<file path="src/sse_defines.svh">
// constants for the search engine sram write command block
`ifndef SSE_DEFINES_SVH
`define SSE_DEFINES_SVH

// command bus and data/query bus layout
`define SSE_CMD_W        9
`define SSE_DQ_W         68
`define SSE_CMD_OP       1:0
`define SSE_CMD_BURST    2
`define SSE_CMD_HIADDR   8:6
`define SSE_DQ_TARGET    20:19
`define SSE_DQ_CHIPSEL   25:21
`define SSE_DQ_LOADDR    18:0
`define SSE_OP_WRITE     2'h1
`define SSE_TGT_SRAM     2'h2

// sram address
`define SSE_ADDR_W       22

// table size codes and write latency from cycle 1b
`define SSE_TSZ_ONE      2'h0
`define SSE_TSZ_EIGHT    2'h1
`define SSE_TSZ_FULL     2'h2
`define SSE_LAT_ONE      3'h4
`define SSE_LAT_EIGHT    3'h5
`define SSE_LAT_FULL     3'h6
`define SSE_TAP_BASE     3'h3
`define SSE_DLY_DEPTH    4

// register map
`define SSE_REG_AW       4
`define SSE_REG_CFG      4'h0
`define SSE_REG_STATUS   4'h4
`define SSE_REG_LAST     4'h8
`define SSE_CFG_TSZ      1:0
`define SSE_CFG_HOST_LATENCY     4:2
`define SSE_CFG_CSN      9:5
`define SSE_CFG_W        10
`define SSE_CFG_RST      10'h000
`define SSE_CNT_W        16

`endif

</file>
<file path="src/sse_pkg.sv">
// types shared by the sram write command block
`default_nettype none
package sse_pkg;
   typedef enum logic [1:0] {
      SSE_IDLE = 2'h0,
      SSE_CYCB = 2'h1,
      SSE_PAD2 = 2'h2,
      SSE_PAD3 = 2'h3
   } sse_state_t;
endpackage
`default_nettype wire

</file>
<file path="src/sse_launch_if.sv">
// carrier between the command decoder and the latency delay line
`timescale 1ns/1ns
`default_nettype none
`include "sse_defines.svh"
interface sse_launch_if;
   logic                    in_valid;
   logic [`SSE_ADDR_W-1:0]  in_addr;
   logic [1:0]              tap;
   logic                    out_valid;
   logic [`SSE_ADDR_W-1:0]  out_addr;
   modport ctrl (output in_valid, output in_addr, output tap,
                 input out_valid, input out_addr);
   modport line (input in_valid, input in_addr, input tap,
                 output out_valid, output out_addr);
endinterface
`default_nettype wire

</file>
<file path="src/sse_delay_line.sv">
// small storage of pending sram writes, read out through a register
`timescale 1ns/1ns
`default_nettype none
`include "sse_defines.svh"
module sse_delay_line
(
   input  wire logic   clk_i,
   input  wire logic   rst_b_i,
   sse_launch_if.line  lnk
);
   logic [`SSE_DLY_DEPTH-1:0]  valid_q;
   logic [`SSE_ADDR_W-1:0]     addr_q [`SSE_DLY_DEPTH];
   logic                       out_valid_q;
   logic [`SSE_ADDR_W-1:0]     out_addr_q;

   assign lnk.out_valid = out_valid_q;
   assign lnk.out_addr  = out_addr_q;

   always_ff @(posedge clk_i)
   begin
      if (!rst_b_i)
      begin
         valid_q     <= '0;
         out_valid_q <= 1'b0;
      end
      else
      begin
         valid_q     <= {valid_q[`SSE_DLY_DEPTH-2:0], lnk.in_valid};
         out_valid_q <= valid_q[lnk.tap];
      end
   end

   // address words need no reset, their valid bit guards them
   always_ff @(posedge clk_i)
   begin
      addr_q[0] <= lnk.in_addr;
      for (int i = 1; i < `SSE_DLY_DEPTH; i++)
         addr_q[i] <= addr_q[i-1];
      out_addr_q <= addr_q[lnk.tap];
   end
endmodule
`default_nettype wire

</file>
<file path="src/sse_sram_write.sv">
// sram write command decoder and external sram write cycle generator
//
// The address map and the plain strobed port are this design's own decisions.
`timescale 1ns/1ns
`default_nettype none
`include "sse_defines.svh"
module sse_sram_write
(
   input  wire logic                     SYS_CLK_I,
   input  wire logic                     RST_B_I,
   input  wire logic                     COMMAND_VALID_I,
   input  wire logic [`SSE_CMD_W-1:0]    CMD_I,
   input  wire logic [`SSE_DQ_W-1:0]     DQ_I,
   input  wire logic [`SSE_REG_AW-1:0]   REG_ADDR_I,
   input  wire logic [31:0]              REG_WDATA_I,
   input  wire logic                     REG_WR_I,
   input  wire logic                     REG_RD_I,
   output var  logic [31:0]              REG_RDATA_O,
   output var  logic [`SSE_ADDR_W-1:0]   SRAM_ADDRESS_O,
   output var  logic                     SRAM_CE_B_O,
   output var  logic                     SRAM_WE_B_O,
   output var  logic                     SRAM_ALE_B_O
);
   sse_pkg::sse_state_t        state_q;
   sse_pkg::sse_state_t        state_d;
   logic [`SSE_CFG_W-1:0]      cfg_q;
   logic [`SSE_CNT_W-1:0]      wr_cnt_q;
   logic [`SSE_ADDR_W-1:0]     last_addr_q;
   logic [2:0]                 hi_addr_q;
   sse_launch_if               lnk ();

   // latency to the sram bus for a table size code
   function automatic logic [2:0] lat_of(input logic [1:0] tsz);
      case (tsz)
         `SSE_TSZ_ONE:   lat_of = `SSE_LAT_ONE;
         `SSE_TSZ_EIGHT: lat_of = `SSE_LAT_EIGHT;
         default:        lat_of = `SSE_LAT_FULL;
      endcase
   endfunction

   wire [1:0] tsz_w     = cfg_q[`SSE_CFG_TSZ];
   wire       op_wr_w   = COMMAND_VALID_I && (CMD_I[`SSE_CMD_OP] == `SSE_OP_WRITE);
   wire       start_w   = op_wr_w && !CMD_I[`SSE_CMD_BURST];
   wire       tgt_w     = DQ_I[`SSE_DQ_TARGET] == `SSE_TGT_SRAM;
   wire       sel_w     = DQ_I[`SSE_DQ_CHIPSEL] == cfg_q[`SSE_CFG_CSN];
   wire       in_1a_w   = (state_q == sse_pkg::SSE_IDLE) && start_w;
   wire       in_1b_w   = state_q == sse_pkg::SSE_CYCB;
   wire       accept_w  = in_1b_w && start_w && tgt_w && sel_w;
   wire [`SSE_ADDR_W-1:0] addr_w = {hi_addr_q, DQ_I[`SSE_DQ_LOADDR]};
   wire [2:0] tap_w     = lat_of(tsz_w) - `SSE_TAP_BASE;
   wire       hit_cfg_w = REG_ADDR_I == `SSE_REG_CFG;
   wire       hit_sts_w = REG_ADDR_I == `SSE_REG_STATUS;
   wire       hit_lst_w = REG_ADDR_I == `SSE_REG_LAST;
   wire [31:0] rd_mux_w =
      hit_cfg_w ? {22'h00_0000, cfg_q} :
      hit_sts_w ? {14'h0000, state_q, wr_cnt_q} :
      hit_lst_w ? {10'h000, last_addr_q} : 32'h0000_0000;

   assign lnk.in_valid = accept_w;
   assign lnk.in_addr  = addr_w;
   assign lnk.tap      = tap_w[1:0];

   sse_delay_line u_dly
   (
      .clk_i   (SYS_CLK_I),
      .rst_b_i (RST_B_I),
      .lnk     (lnk)
   );

   // 1a, 1b, then two padding cycles with the data bus ignored
   always_comb
   begin
      case (state_q)
         sse_pkg::SSE_IDLE: state_d = start_w ? sse_pkg::SSE_CYCB : state_q;
         sse_pkg::SSE_CYCB: state_d = sse_pkg::SSE_PAD2;
         sse_pkg::SSE_PAD2: state_d = sse_pkg::SSE_PAD3;
         sse_pkg::SSE_PAD3: state_d = sse_pkg::SSE_IDLE;
         default:           state_d = sse_pkg::SSE_IDLE;
      endcase
   end

   always_ff @(posedge SYS_CLK_I)
   begin
      if (!RST_B_I)
         state_q <= sse_pkg::SSE_IDLE;
      else
         state_q <= state_d;
   end

   always_ff @(posedge SYS_CLK_I)
   begin
      if (!RST_B_I)
         hi_addr_q <= 3'h0;
      else if (in_1a_w)
         hi_addr_q <= CMD_I[`SSE_CMD_HIADDR];
   end

   always_ff @(posedge SYS_CLK_I)
   begin
      if (!RST_B_I)
      begin
         cfg_q       <= `SSE_CFG_RST;
         wr_cnt_q    <= '0;
         last_addr_q <= '0;
         REG_RDATA_O <= 32'h0000_0000;
      end
      else
      begin
         if (REG_WR_I && hit_cfg_w)
            cfg_q <= REG_WDATA_I[`SSE_CFG_W-1:0];
         if (lnk.out_valid)
         begin
            wr_cnt_q    <= wr_cnt_q + 16'h0001;
            last_addr_q <= lnk.out_addr;
         end
         REG_RDATA_O <= REG_RD_I ? rd_mux_w : 32'h0000_0000;
      end
   end

   // one cycle of chip enable, write enable and address latch
   always_ff @(posedge SYS_CLK_I)
   begin
      if (!RST_B_I)
      begin
         SRAM_ADDRESS_O <= '0;
         SRAM_CE_B_O    <= 1'b1;
         SRAM_WE_B_O    <= 1'b1;
         SRAM_ALE_B_O   <= 1'b1;
      end
      else
      begin
         if (lnk.out_valid)
            SRAM_ADDRESS_O <= lnk.out_addr;
         SRAM_CE_B_O  <= !lnk.out_valid;
         SRAM_WE_B_O  <= !lnk.out_valid;
         SRAM_ALE_B_O <= !lnk.out_valid;
      end
   end
endmodule
`default_nettype wire

</file>
<file path="config.mk">
export PLATFORM = sky130hd
export DESIGN_NAME = sse_sram_write
export DESIGN_NICKNAME = d
export VERILOG_FILES = /design/src/sse_pkg.sv /design/src/sse_launch_if.sv /design/src/sse_delay_line.sv /design/src/sse_sram_write.sv
export VERILOG_INCLUDE_DIRS = /design/src
export SDC_FILE = /design/constraint.sdc
export NUM_CORES = 1
export LEC_CHECK = 0
export ABC_AREA = 1
export BUFFER_PORTS_ARGS = -buffer_cell sky130_fd_sc_hd__buf_2
export CAP_MARGIN = 15
export CORE_MARGIN = 2
export CORE_UTILIZATION = 55
export CTS_CLUSTER_SIZE = 20
export DETAILED_ROUTE_END_ITERATION = 7
export GPL_TIMING_DRIVEN = 0
export PLACE_DENSITY_LB_ADDON = 0.1
export SKIP_LAST_GASP = 1
export SLEW_MARGIN = 20
export SYNTH_ARGS = -nofsm -noshare
export SYNTH_HDL_FRONTEND = slang
export SYNTH_SLANG_ARGS = --single-unit
export TNS_END_PERCENT = 10
</file>
<file path="constraint.sdc">
create_clock -name SYS_CLK_I -period 2 [get_ports SYS_CLK_I]
set_input_delay 0 -clock SYS_CLK_I [delete_from_list [all_inputs] [get_ports SYS_CLK_I]]
set_output_delay 0 -clock SYS_CLK_I [all_outputs]
set_load 0.01 [all_outputs]
</file>
==> out/results.md, run 1 <==
• flip-flop — category of the worst setup path launch point
• 0.60 ns — delay of the slowest cell on the worst path
• 0.224 — proportion of layout cells with a drive suffix above 1
• 7920 sq um — design area
• 6190 sq um — netlist area before placement
• sky130_fd_sc_hd__dfxtp_1 — Synth area leader
• 13500 microns — wirelength, routed
• inv_1, ha_1, nor3b_1, nand3_1, dlygate4sd3_1, nor3_2 — critical-path cell list
• 0.00512 ns — Worst Clk Skew
• 0 — final-report max-slew violation count
• sky130_fd_sc_hd__dfxtp_1 62%, sky130_fd_sc_hd__nand2_1 8.9%, sky130_fd_sc_hd__nor2_1 5.2% — leading cell types by total area after synthesis
• 0.43 ns — clock latency on the worst-skew pair
• 0 — DRT antenna net count
• 0 — count of flip-flops with a built-in enable after synthesis
• 0 — number of antenna violations at the first check in global routing
• 13.3 microns — Routed wire per std cell
• done — CTS tree
• 0.844 — final weighted congestion of routability-driven global placement
• 688 — Mapped Cells
• 0 — warning count from the yosys run
• 6880 sq um — area post-placement
• 979 — final-stage net count
• buffers and inverters — critical path's top delay family
• 4 — # H-tree levels
• reg -> reg — Crit Path Category
• 191 — clk sinks
• 933 — number of placed cells counting well taps
• 4948 — via count
• 6 — critical path depth in cells
• 175 — top-level I/O count
• 3.66 nW — static power due to leakage
• 21300 microns — wire length of the first global-routing pass
• 1009 — number of standard cells in the final layout excluding fillers
• 0.617 — fraction of post-synthesis cell area in the top cell type by area
• 110 microns — Die Span Y
• 2 — crit path buf inv count
• 0.07 ns — clock-pin slew on the worst setup and hold paths
• 96 — Port Buffers
• -0.00480 ns — Final Hold Slack
• 4607 — number of global-route vias before repair
• 110 microns — Die W
• 0 — total global routing overflow
• sky130_fd_sc_hd__dfxtp_1 — top-count cell post-synth
• 2.22 ns — Arr. time, crit path
• 0 — final setup violation count
• 9.00 sq um — synthesized area per cell
• sky130_fd_sc_hd__clkbuf_16 — clock root buffer master
• 27.8% — Area growth, synth to finish
• 0.733 ns — transition at the pin with the smallest max-transition slack
• 0 ns — sum of negative setup slack
• 980 nW/um^2 — power density of the placed cells
• 0 — fraction of synthesis flops using an asynchronous set or reset pin
• 0 — n_diodes
• sky130_fd_sc_hd__dlygate4sd3_1 — cell with the largest stage delay on the worst path
• sky130_fd_sc_hd__dfxtp_1 — Most used DFF post-synth
• false — RSZ-0062 raised after global routing
• 1 — Final Hold Viols
• 4 — maximum fanout count along the critical path
• 793 uV — Max IR drop VDD
• 0.930 — final critical-path share of the clock period
• complete, but fails checks — result of the run
• 304 — Detailed Route Iter0 Violations
• 0.537 GHz — fmax
• 0.566 — initial core utilization
• 2 — largest buffer count on any clock path
• negative hold slack — violated checks
• 17 — Num CTS Buffers
• 191 — number of storage elements in the synthesis netlist
• flip-flop — capturing element type of the critical path
• 2.36 ns — required time at the worst-slack endpoint
• 31 — number of distinct library cells after synthesis
• 191 x sky130_fd_sc_hd__dfxtp_1, 147 x sky130_fd_sc_hd__nand2_1, 86 x sky130_fd_sc_hd__nor2_1 — most used standard cells in the synthesized netlist
• 0.511 — worst slew margin relative to its limit
• 9040 microns — half-perimeter wire length of the detailed placement result
• 38 — number of rows created at floorplan
• in -> reg — Worst Hold Class
• 0 — # Max-Cap Violations
• 4.90 — Vias/cell
• 12100 sq um — total die area
• 0.232 — global-route usage over all layers
• 0.617 — sequential-to-total area share from yosys stat
• 3 — worst hold path stage count
• 1.86 ns — shortest clock period the worst path allows after layout
• 10900 sq um — area of the core
• 7 — number of search-and-repair iterations in the first detailed-routing pass
• 0 — post-detailed-route DRC marker count
• 17 — pin count of the biggest net entering global routing
• 6 — worst r2r path cells
-- power breakdown --
part | switching, mW | internal, mW
Sequential | 0.0611 | 3.95
Clock | 1.38 | 1.93
Combinational | 0.244 | 0.194
-- final timing paths --
path | end | slack [ns] | from
worst max-delay path | u_dly.valid_q[0] | 0.14 | state_q[1]
worst min-delay path | u_dly.valid_q[0] | -0.005 | COMMAND_VALID_I
worst max register to register | u_dly.valid_q[0] | 0.14 | state_q[1]
worst min register to register | u_dly.addr_q[1][6] | 0.33 | u_dly.addr_q[0][6]
-- timing repair --
action | CTS | global route
endpoints found under the hold margin | 37 | 0
setup endpoints to repair | 0 | 1
hold buffers | 46 | 0
resized for setup | 0 | 1
setup buffers | 0 | 0
-- cell type report --
class	instances	area (sq um)
fillers	844	3020
flip-flops and latches	191	3820
clock buffers	25	515
multi-input cells	420	1980
repair buffers	140	921
well taps	140	175
plain buffers	40	246
clock inverters	7	73.8
inverters	46	178
-- cell families (layout without fill, tap and decap cells) --
| family | Yosys count | count (layout) | share of synthesized area |
|---|---|---|---|
| compound gates | 68 | 68 | 0.0602 |
| fa+ha+maj | 5 | 5 | 0.0101 |
| other cells | 1 | 10 | 0.000605 |
| xor+xnor | 3 | 3 | 0.00424 |
| buf+inv | 86 | 258 | 0.0685 |
| flops | 191 | 191 | 0.617 |
| simple gates | 334 | 334 | 0.239 |
-- sequential cells by signal (all words and copies together) (netlist names), 3 cells and up --
register and flops:
u_dly.addr_q 88, REG_RDATA_O 22, SRAM_ADDRESS_O 22, u_dly.lnk.out_addr 22, wr_cnt_q 16, cfg_q 10, u_dly.valid_q 4, hi_addr_q 3
-- worst register-to-register path, delay by kind of cell, from the launching register on --
kind	cells	cell delay, ns
simple gates	3	0.60
buf+inv	2	0.71
fa+ha+maj	1	0.14
flops	1	0.35
-- per-stage QoR --
step	hold WS [ns]	util	setup WS (ns)	power [mW]
after floorplan	0.0277	-	0.811	4.32
after global placement	0.102	0.629	0.607	4.44
after detailed placement	0.104	0.629	0.602	4.46
after CTS	0.00704	0.725	0.0473	7.79
after global routing	0.0145	0.724	0.0620	8.00
final	-0.00480	0.724	0.140	7.76
-- placed cells by master, fill, tap and decap left out, types with 2 or more instances in the layout --
cell type                       Yosys  final
sky130_fd_sc_hd__conb_1             1     10
sky130_fd_sc_hd__nor3_1             3      2
sky130_fd_sc_hd__inv_2              4      4
sky130_fd_sc_hd__buf_2             14    110
sky130_fd_sc_hd__o21ai_1            2      2
sky130_fd_sc_hd__nand2_1          147    147
sky130_fd_sc_hd__clkinv_2           0      3
sky130_fd_sc_hd__inv_1             41     41
sky130_fd_sc_hd__buf_6              3      3
sky130_fd_sc_hd__nand4_1            9      9
sky130_fd_sc_hd__a21oi_2            8      8
sky130_fd_sc_hd__nor2_2             2      2
sky130_fd_sc_hd__nor2_4             4      4
sky130_fd_sc_hd__nor2_1            86     86
sky130_fd_sc_hd__buf_4             12     12
sky130_fd_sc_hd__clkbuf_1          10     12
sky130_fd_sc_hd__ha_1               5      5
sky130_fd_sc_hd__xor2_1             2      2
sky130_fd_sc_hd__dlygate4sd3_1      0     44
sky130_fd_sc_hd__dfxtp_1          191    191
sky130_fd_sc_hd__nand2_4            2      2
sky130_fd_sc_hd__clkbuf_16          0     17
sky130_fd_sc_hd__nand2_2           13     13
sky130_fd_sc_hd__o21ai_0           36     36
sky130_fd_sc_hd__a21oi_1           20     20
sky130_fd_sc_hd__nand3_2            3      3
sky130_fd_sc_hd__clkbuf_8           0      6
sky130_fd_sc_hd__inv_6              1      2
sky130_fd_sc_hd__nand3_1           63     63
-- routing by layer --
layer	GRT usage	routed length, microns	vias to the layer above
met5	0	0	-
met4	0.110	363	0
met3	0.0506	811	43
met2	0.390	6640	164
met1	0.283	5660	2252
li1	-	-	2489
No activity file was read; power rests on OpenSTA's default activity.
==> inputs of run 2 (changes only) <==
RECOVER_POWER = 100   (was unset)
==> run 2 against run 1 <==
Against the previous run:
- the flow still finishes with violations (negative hold slack)
- via count is 0.24% lower
- count of clock-buffer cells in the layout stayed put
- sequential power hardly changed
- total power is 0.18% lower
- maximum frequency is 0.97% lower
- clock power hardly changed
- non-clock buffer count stayed put
- first-iteration DRC count is 5.3% lower
- largest cell class unchanged
==> out/results.md, run 2 (synthesis results as in run 1) <==
• complete, but fails checks — result of the run
• negative hold slack — violated checks
• 0.217 — Switching Share
• 3.41 nW — static power due to leakage
• 25.2% — Area growth, synth to finish
• 88 — max reg flops
• 0.59 ns — delay of the slowest cell on the worst path
• 288 — Detailed Route Iter0 Violations
• 17 — pin count of the biggest net entering global routing
• flip-flop — category of the worst setup path launch point
• 0.509 — worst slew margin relative to its limit
• 110 microns — Die W
• 1.88 ns — shortest clock period the worst path allows after layout
• 1.68 mW — switching power summed over all nets
• 0 — final-report max-slew violation count
• 0 — number of post-CTS setup repair buffers
• 4 — maximum fanout count along the critical path
• 999 nW/um^2 — power density of the placed cells
• 5 — number of search-and-repair iterations in the first detailed-routing pass
• 6.07 mW — internal portion of total power
• 0 — number of antenna violations at the first check in global routing
• u_dly.addr_q — register containing the most flip-flops in the final layout
• 13.4 microns — Routed wire per std cell
• false — RSZ-0062 raised after global routing
• 110 microns — Die Span Y
• 0 — final setup violation count
• 0.518 — share of power burned in registers
• 0.00463 ns — Worst Clk Skew
• sky130_fd_sc_hd__dfxtp_1 — most common library cell in the layout ignoring fill and taps
• 17 — Num CTS Buffers
• 0 — total global routing overflow
• 793 uV — Max IR drop VDD
• 175 — top-level I/O count
• 4 — # H-tree levels
• 0.736 ns — transition at the pin with the smallest max-transition slack
• 6 — worst r2r path cells
• 0 ns — sum of negative setup slack
• 4607 — number of global-route vias before repair
• 1 — Final Hold Viols
• 2 — largest buffer count on any clock path
• 4936 — via count
• 191 x sky130_fd_sc_hd__dfxtp_1, 154 x sky130_fd_sc_hd__nand2_1, 90 x sky130_fd_sc_hd__nor2_1, 70 x sky130_fd_sc_hd__clkbuf_1, 65 x sky130_fd_sc_hd__nand3_1 — most frequent cells in the layout
• 0.232 — global-route usage over all layers
• 10900 sq um — area of the core
• 2.23 ns — Arr. time, crit path
• 38 — number of rows created at floorplan
• 96 — Port Buffers
• 0.138 — proportion of layout cells with a drive suffix above 1
• 0.566 — initial core utilization
• flip-flop — capturing element type of the critical path
• 0.939 — final critical-path share of the clock period
• done — CTS tree
• 0.427 — fraction of power consumed by the clock network
• 0.43 ns — clock latency on the worst-skew pair
• 0 — n_diodes
• 13500 microns — wirelength, routed
• in -> reg — Worst Hold Class
• -0.00732 ns — Final Hold Slack
• 0 — DRT antenna net count
• 191 — clk sinks
• 12100 sq um — total die area
• 21300 microns — wire length of the first global-routing pass
• 979 — final-stage net count
• 5 — worst hold path stage count
• 0.532 GHz — fmax
• 0.844 — final weighted congestion of routability-driven global placement
• 4.89 — Vias/cell
• 9040 microns — half-perimeter wire length of the detailed placement result
• inv_1, ha_1, nor3b_1, nand3_1, dlygate4sd3_1, nor3_1 — critical-path cell list
• sky130_fd_sc_hd__clkbuf_16 — clock root buffer master
• 0.06 ns — clock-pin slew on the worst setup and hold paths
• 0 — # Max-Cap Violations
• 2.35 ns — required time at the worst-slack endpoint
• reg -> reg — Crit Path Category
• sky130_fd_sc_hd__dlygate4sd3_1 — cell with the largest stage delay on the worst path
• 0 — post-detailed-route DRC marker count
• 0.055 — combinational fraction of design power
## run 2: per-layer routing
layer / vias up / share of wire / global-route usage / routed length, microns
li1: 2490 / - / - / -
met1: 2256 / 0.43 / 0.283 / 5740
met2: 150 / 0.50 / 0.390 / 6690
met4: 0 / 0.026 / 0.110 / 350
met3: 40 / 0.053 / 0.0506 / 718
met5: - / 0 / 0 / 0
## run 2: cell type report
type	instances	area, sq um
buffer	40	218
clock buffer	25	515
clock inverter	7	73.8
fill	898	3180
inverter	46	178
multi-input combinational	420	1910
sequential	191	3820
tap	140	175
timing repair buffer	140	861
## run 2: per-stage QoR
stage	cell area (sq um)	util	std cells	worst slack (ns)	total power [mW]
floorplan	6230	-	697	0.811	4.32
global placement	6880	0.629	933	0.607	4.44
detailed placement	6880	0.629	933	0.602	4.46
CTS	7930	0.725	1011	0.0473	7.79
global route	7750	0.709	1009	0.0342	7.99
finish	7750	0.709	1009	0.121	7.75
## run 2: final timing paths
| path | slack [ns] | end | from |
|---|---|---|---|
| max | 0.12 | u_dly.valid_q[0] | state_q[1] |
| max reg2reg | 0.12 | u_dly.valid_q[0] | state_q[1] |
| min reg2reg | 0.33 | u_dly.addr_q[1][6] | u_dly.addr_q[0][6] |
| min | -0.007 | u_dly.valid_q[0] | DQ_I[21] |
## run 2: critical path: cells and delay by family (launching register included)
family / cells / cell delay, ns
and+or+nand+nor: 3 / 0.62
adders and majority gates: 1 / 0.14
buffers and inverters: 2 / 0.70
DFF: 1 / 0.35
## run 2: power by group through the flow
stage          combinational, mW  sequential, mW  clock (mW)
4_1_cts                    0.430            4.01        3.35
5_1_grt                    0.473            4.03        3.49
6_report                   0.426            4.02        3.30
3_3_place_gp               0.344            4.09           0
2_1_floorplan              0.240            4.08           0
3_5_place_dp               0.362            4.10           0
## run 2: what timing repair did
item	CTS	global route
endpoints found under the hold margin	37	0
hold buffers	46	0
resized for setup	0	1
setup endpoints to repair	0	1
==> inputs of run 3 (changes only) <==
CORE_MARGIN = 10   (was 2)
GPL_TIMING_DRIVEN = unset   (was 0)
==> run 3 against run 2 <==
Against the previous run:
- the run now ends clean
- clock skew is 0.0020 ns higher
- critical path type unchanged
- register-to-register slack better by 0.10 ns
- total power is 0.41% higher
- sequential cell count stayed put
- maximum frequency is 5.6% higher
==> out/results.md, run 3 (synthesis results as in run 1) <==
• finished clean — result of the run
• 828 uV — Max IR drop VDD
• inv_1, ha_1, nor3b_2, nand3_1, dlygate4sd3_1, nor3_1 — critical-path cell list
• 0.889 — final critical-path share of the clock period
• done — CTS tree
• 0 — post-detailed-route DRC marker count
• 13800 microns — wirelength, routed
• 6 — worst r2r path cells
• 0.42 ns — clock latency on the worst-skew pair
• 0 — number of antenna violations at the first check in global routing
• 0.07 ns — clock-pin slew on the worst setup and hold paths
• 191 x sky130_fd_sc_hd__dfxtp_1, 151 x sky130_fd_sc_hd__nand2_1, 89 x sky130_fd_sc_hd__nor2_1, 65 x sky130_fd_sc_hd__nand3_1, 51 x sky130_fd_sc_hd__clkbuf_1 — most frequent cells in the layout
• 9230 microns — half-perimeter wire length of the detailed placement result
• 0 — number of post-CTS setup repair buffers
• 88 — max reg flops
• 0.22 ns — setup slack, reg-to-reg
• 0 — total global routing overflow
• 97 — Port Buffers
• flip-flop — capturing element type of the critical path
• 7580 sq um — design area
• 126 microns — Die W
• sky130_fd_sc_hd__clkbuf_16 — clock root buffer master
• 0 — n_diodes
• 0.58 ns — delay of the slowest cell on the worst path
• sky130_fd_sc_hd__dfxtp_1 — most common library cell in the layout ignoring fill and taps
• 1030 nW/um^2 — power density of the placed cells
• COMMAND_VALID_I — hold wc startpoint
• state_q[1] — launch instance of the worst register-to-register path
• 6690 sq um — area post-placement
• 4781 — via count
• 945 — final-stage net count
• 4 — maximum fanout count along the critical path
• 0.562 GHz — fmax
• 0 ns — sum of negative setup slack
• 0 — DRT antenna net count
• 4613 — number of global-route vias before repair
• 0.0268 ns — Final Hold Slack
• u_dly.valid_q[0] — R2R Path End
• 0 — final setup violation count
• 2 — largest buffer count on any clock path
• false — RSZ-0062 raised after global routing
• 17 — Num CTS Buffers
• 0 — # Max-Cap Violations
• 3 — worst hold path stage count
• 2.12 ns — Arr. time, crit path
• 0.00658 ns — Worst Clk Skew
• 38 — number of rows created at floorplan
• 2.34 ns — required time at the worst-slack endpoint
• 14.1 microns — Routed wire per std cell
• 30 — pin count of the biggest net entering global routing
• 175 — top-level I/O count
• 0 — Final Hold Viols
• u_dly.valid_q[0] — endpoint of the worst hold-timing path
• flip-flop — category of the worst setup path launch point
• 22100 microns — wire length of the first global-routing pass
• 0.566 — initial core utilization
• 0.749 ns — transition at the pin with the smallest max-transition slack
• 0.856 — final weighted congestion of routability-driven global placement
• 15900 sq um — total die area
• 0.693 — fraction of the core area covered by cells at the end of the flow
• 10900 sq um — area of the core
• 4.90 — Vias/cell
• 0.127 — proportion of layout cells with a drive suffix above 1
• 126 microns — Die Span Y
• 3.32 nW — static power due to leakage
• 328 — Detailed Route Iter0 Violations
• 0.500 — worst slew margin relative to its limit
• u_dly.addr_q — register containing the most flip-flops in the final layout
• sky130_fd_sc_hd__dlygate4sd3_1 — cell with the largest stage delay on the worst path
• in -> reg — Worst Hold Class
• 1.78 ns — shortest clock period the worst path allows after layout
• 6 — number of search-and-repair iterations in the first detailed-routing pass
• 22.4% — Area growth, synth to finish
• 4 — # H-tree levels
• reg -> reg — Crit Path Category
• 0 — final-report max-slew violation count
• 0.169 — global-route usage over all layers
• 191 — clk sinks
-- run 3: cell types whose count changed in the layout (fill, tap and decap cells not counted), moves of 3 or more --
cell / change
sky130_fd_sc_hd__buf_4: -7
sky130_fd_sc_hd__clkbuf_1: -19
sky130_fd_sc_hd__clkbuf_8: -3
sky130_fd_sc_hd__a21oi_2: -5
sky130_fd_sc_hd__nand2_2: +3
sky130_fd_sc_hd__a21oi_1: +5
sky130_fd_sc_hd__nand2_1: -3
sky130_fd_sc_hd__buf_2: -4
-- run 3: metal layers --
layer	wire [microns]	track usage
met1	5780	0.192
met2	6870	0.289
met3	889	0.0491
met4	244	0.0750
met5	0	0
-- run 3: critical path: cells and delay by family (launching register included) --
kind / cells / cell delay [ns]
buf+inv: 2 / 0.68
simple gates: 3 / 0.53
fa+ha+maj: 1 / 0.16
flops: 1 / 0.34
-- run 3: worst max-delay path by stage --
stage	from	to	depth (start not counted)
final	state_q[1]	u_dly.valid_q[0]	6
after global placement	u_dly.lnk.out_valid	SRAM_ADDRESS_O[21]	4
after detailed placement	u_dly.lnk.out_valid	SRAM_ADDRESS_O[21]	4
after CTS	state_q[1]	u_dly.valid_q[0]	6
after global routing	u_dly.lnk.out_valid	SRAM_ADDRESS_O[21]	4
after floorplan	wr_cnt_q[0]	wr_cnt_q[14]	7
-- run 3: cell type report --
class | count | area, sq um
sequential | 191 | 3820
fill | 889 | 3350
multi-input combinational | 420 | 1910
timing repair buffer | 146 | 892
clock buffer | 22 | 474
inverter | 46 | 178
tap | 140 | 175
clock inverter | 10 | 126
-- run 3: per-stage QoR --
step           total power [mW]  setup WS, ns  cells
2_1_floorplan              4.32         0.811    697
3_3_place_gp               4.41         0.486    901
3_5_place_dp               4.44         0.488    901
4_1_cts                    7.83        0.0648    975
5_1_grt                    8.06        0.0834    975
6_report                   7.78         0.221    975
-- run 3: power by group --
part / internal [mW] / total [mW] / switching (mW) / leakage (nW)
Sequential: 3.95 / 4.01 / 0.0617 / 1.58
Combinational: 0.167 / 0.389 / 0.222 / 1.45
Clock: 1.96 / 3.37 / 1.41 / 0.290
Total: 6.08 / 7.78 / 1.69 / 3.32
-- run 3: repair_timing --
action                                 4_1_cts  5_1_grt
hold buffers                                42        0
gates resized for setup                      0        1
setup endpoints to repair                    0        1
endpoints found under the hold margin       34        0
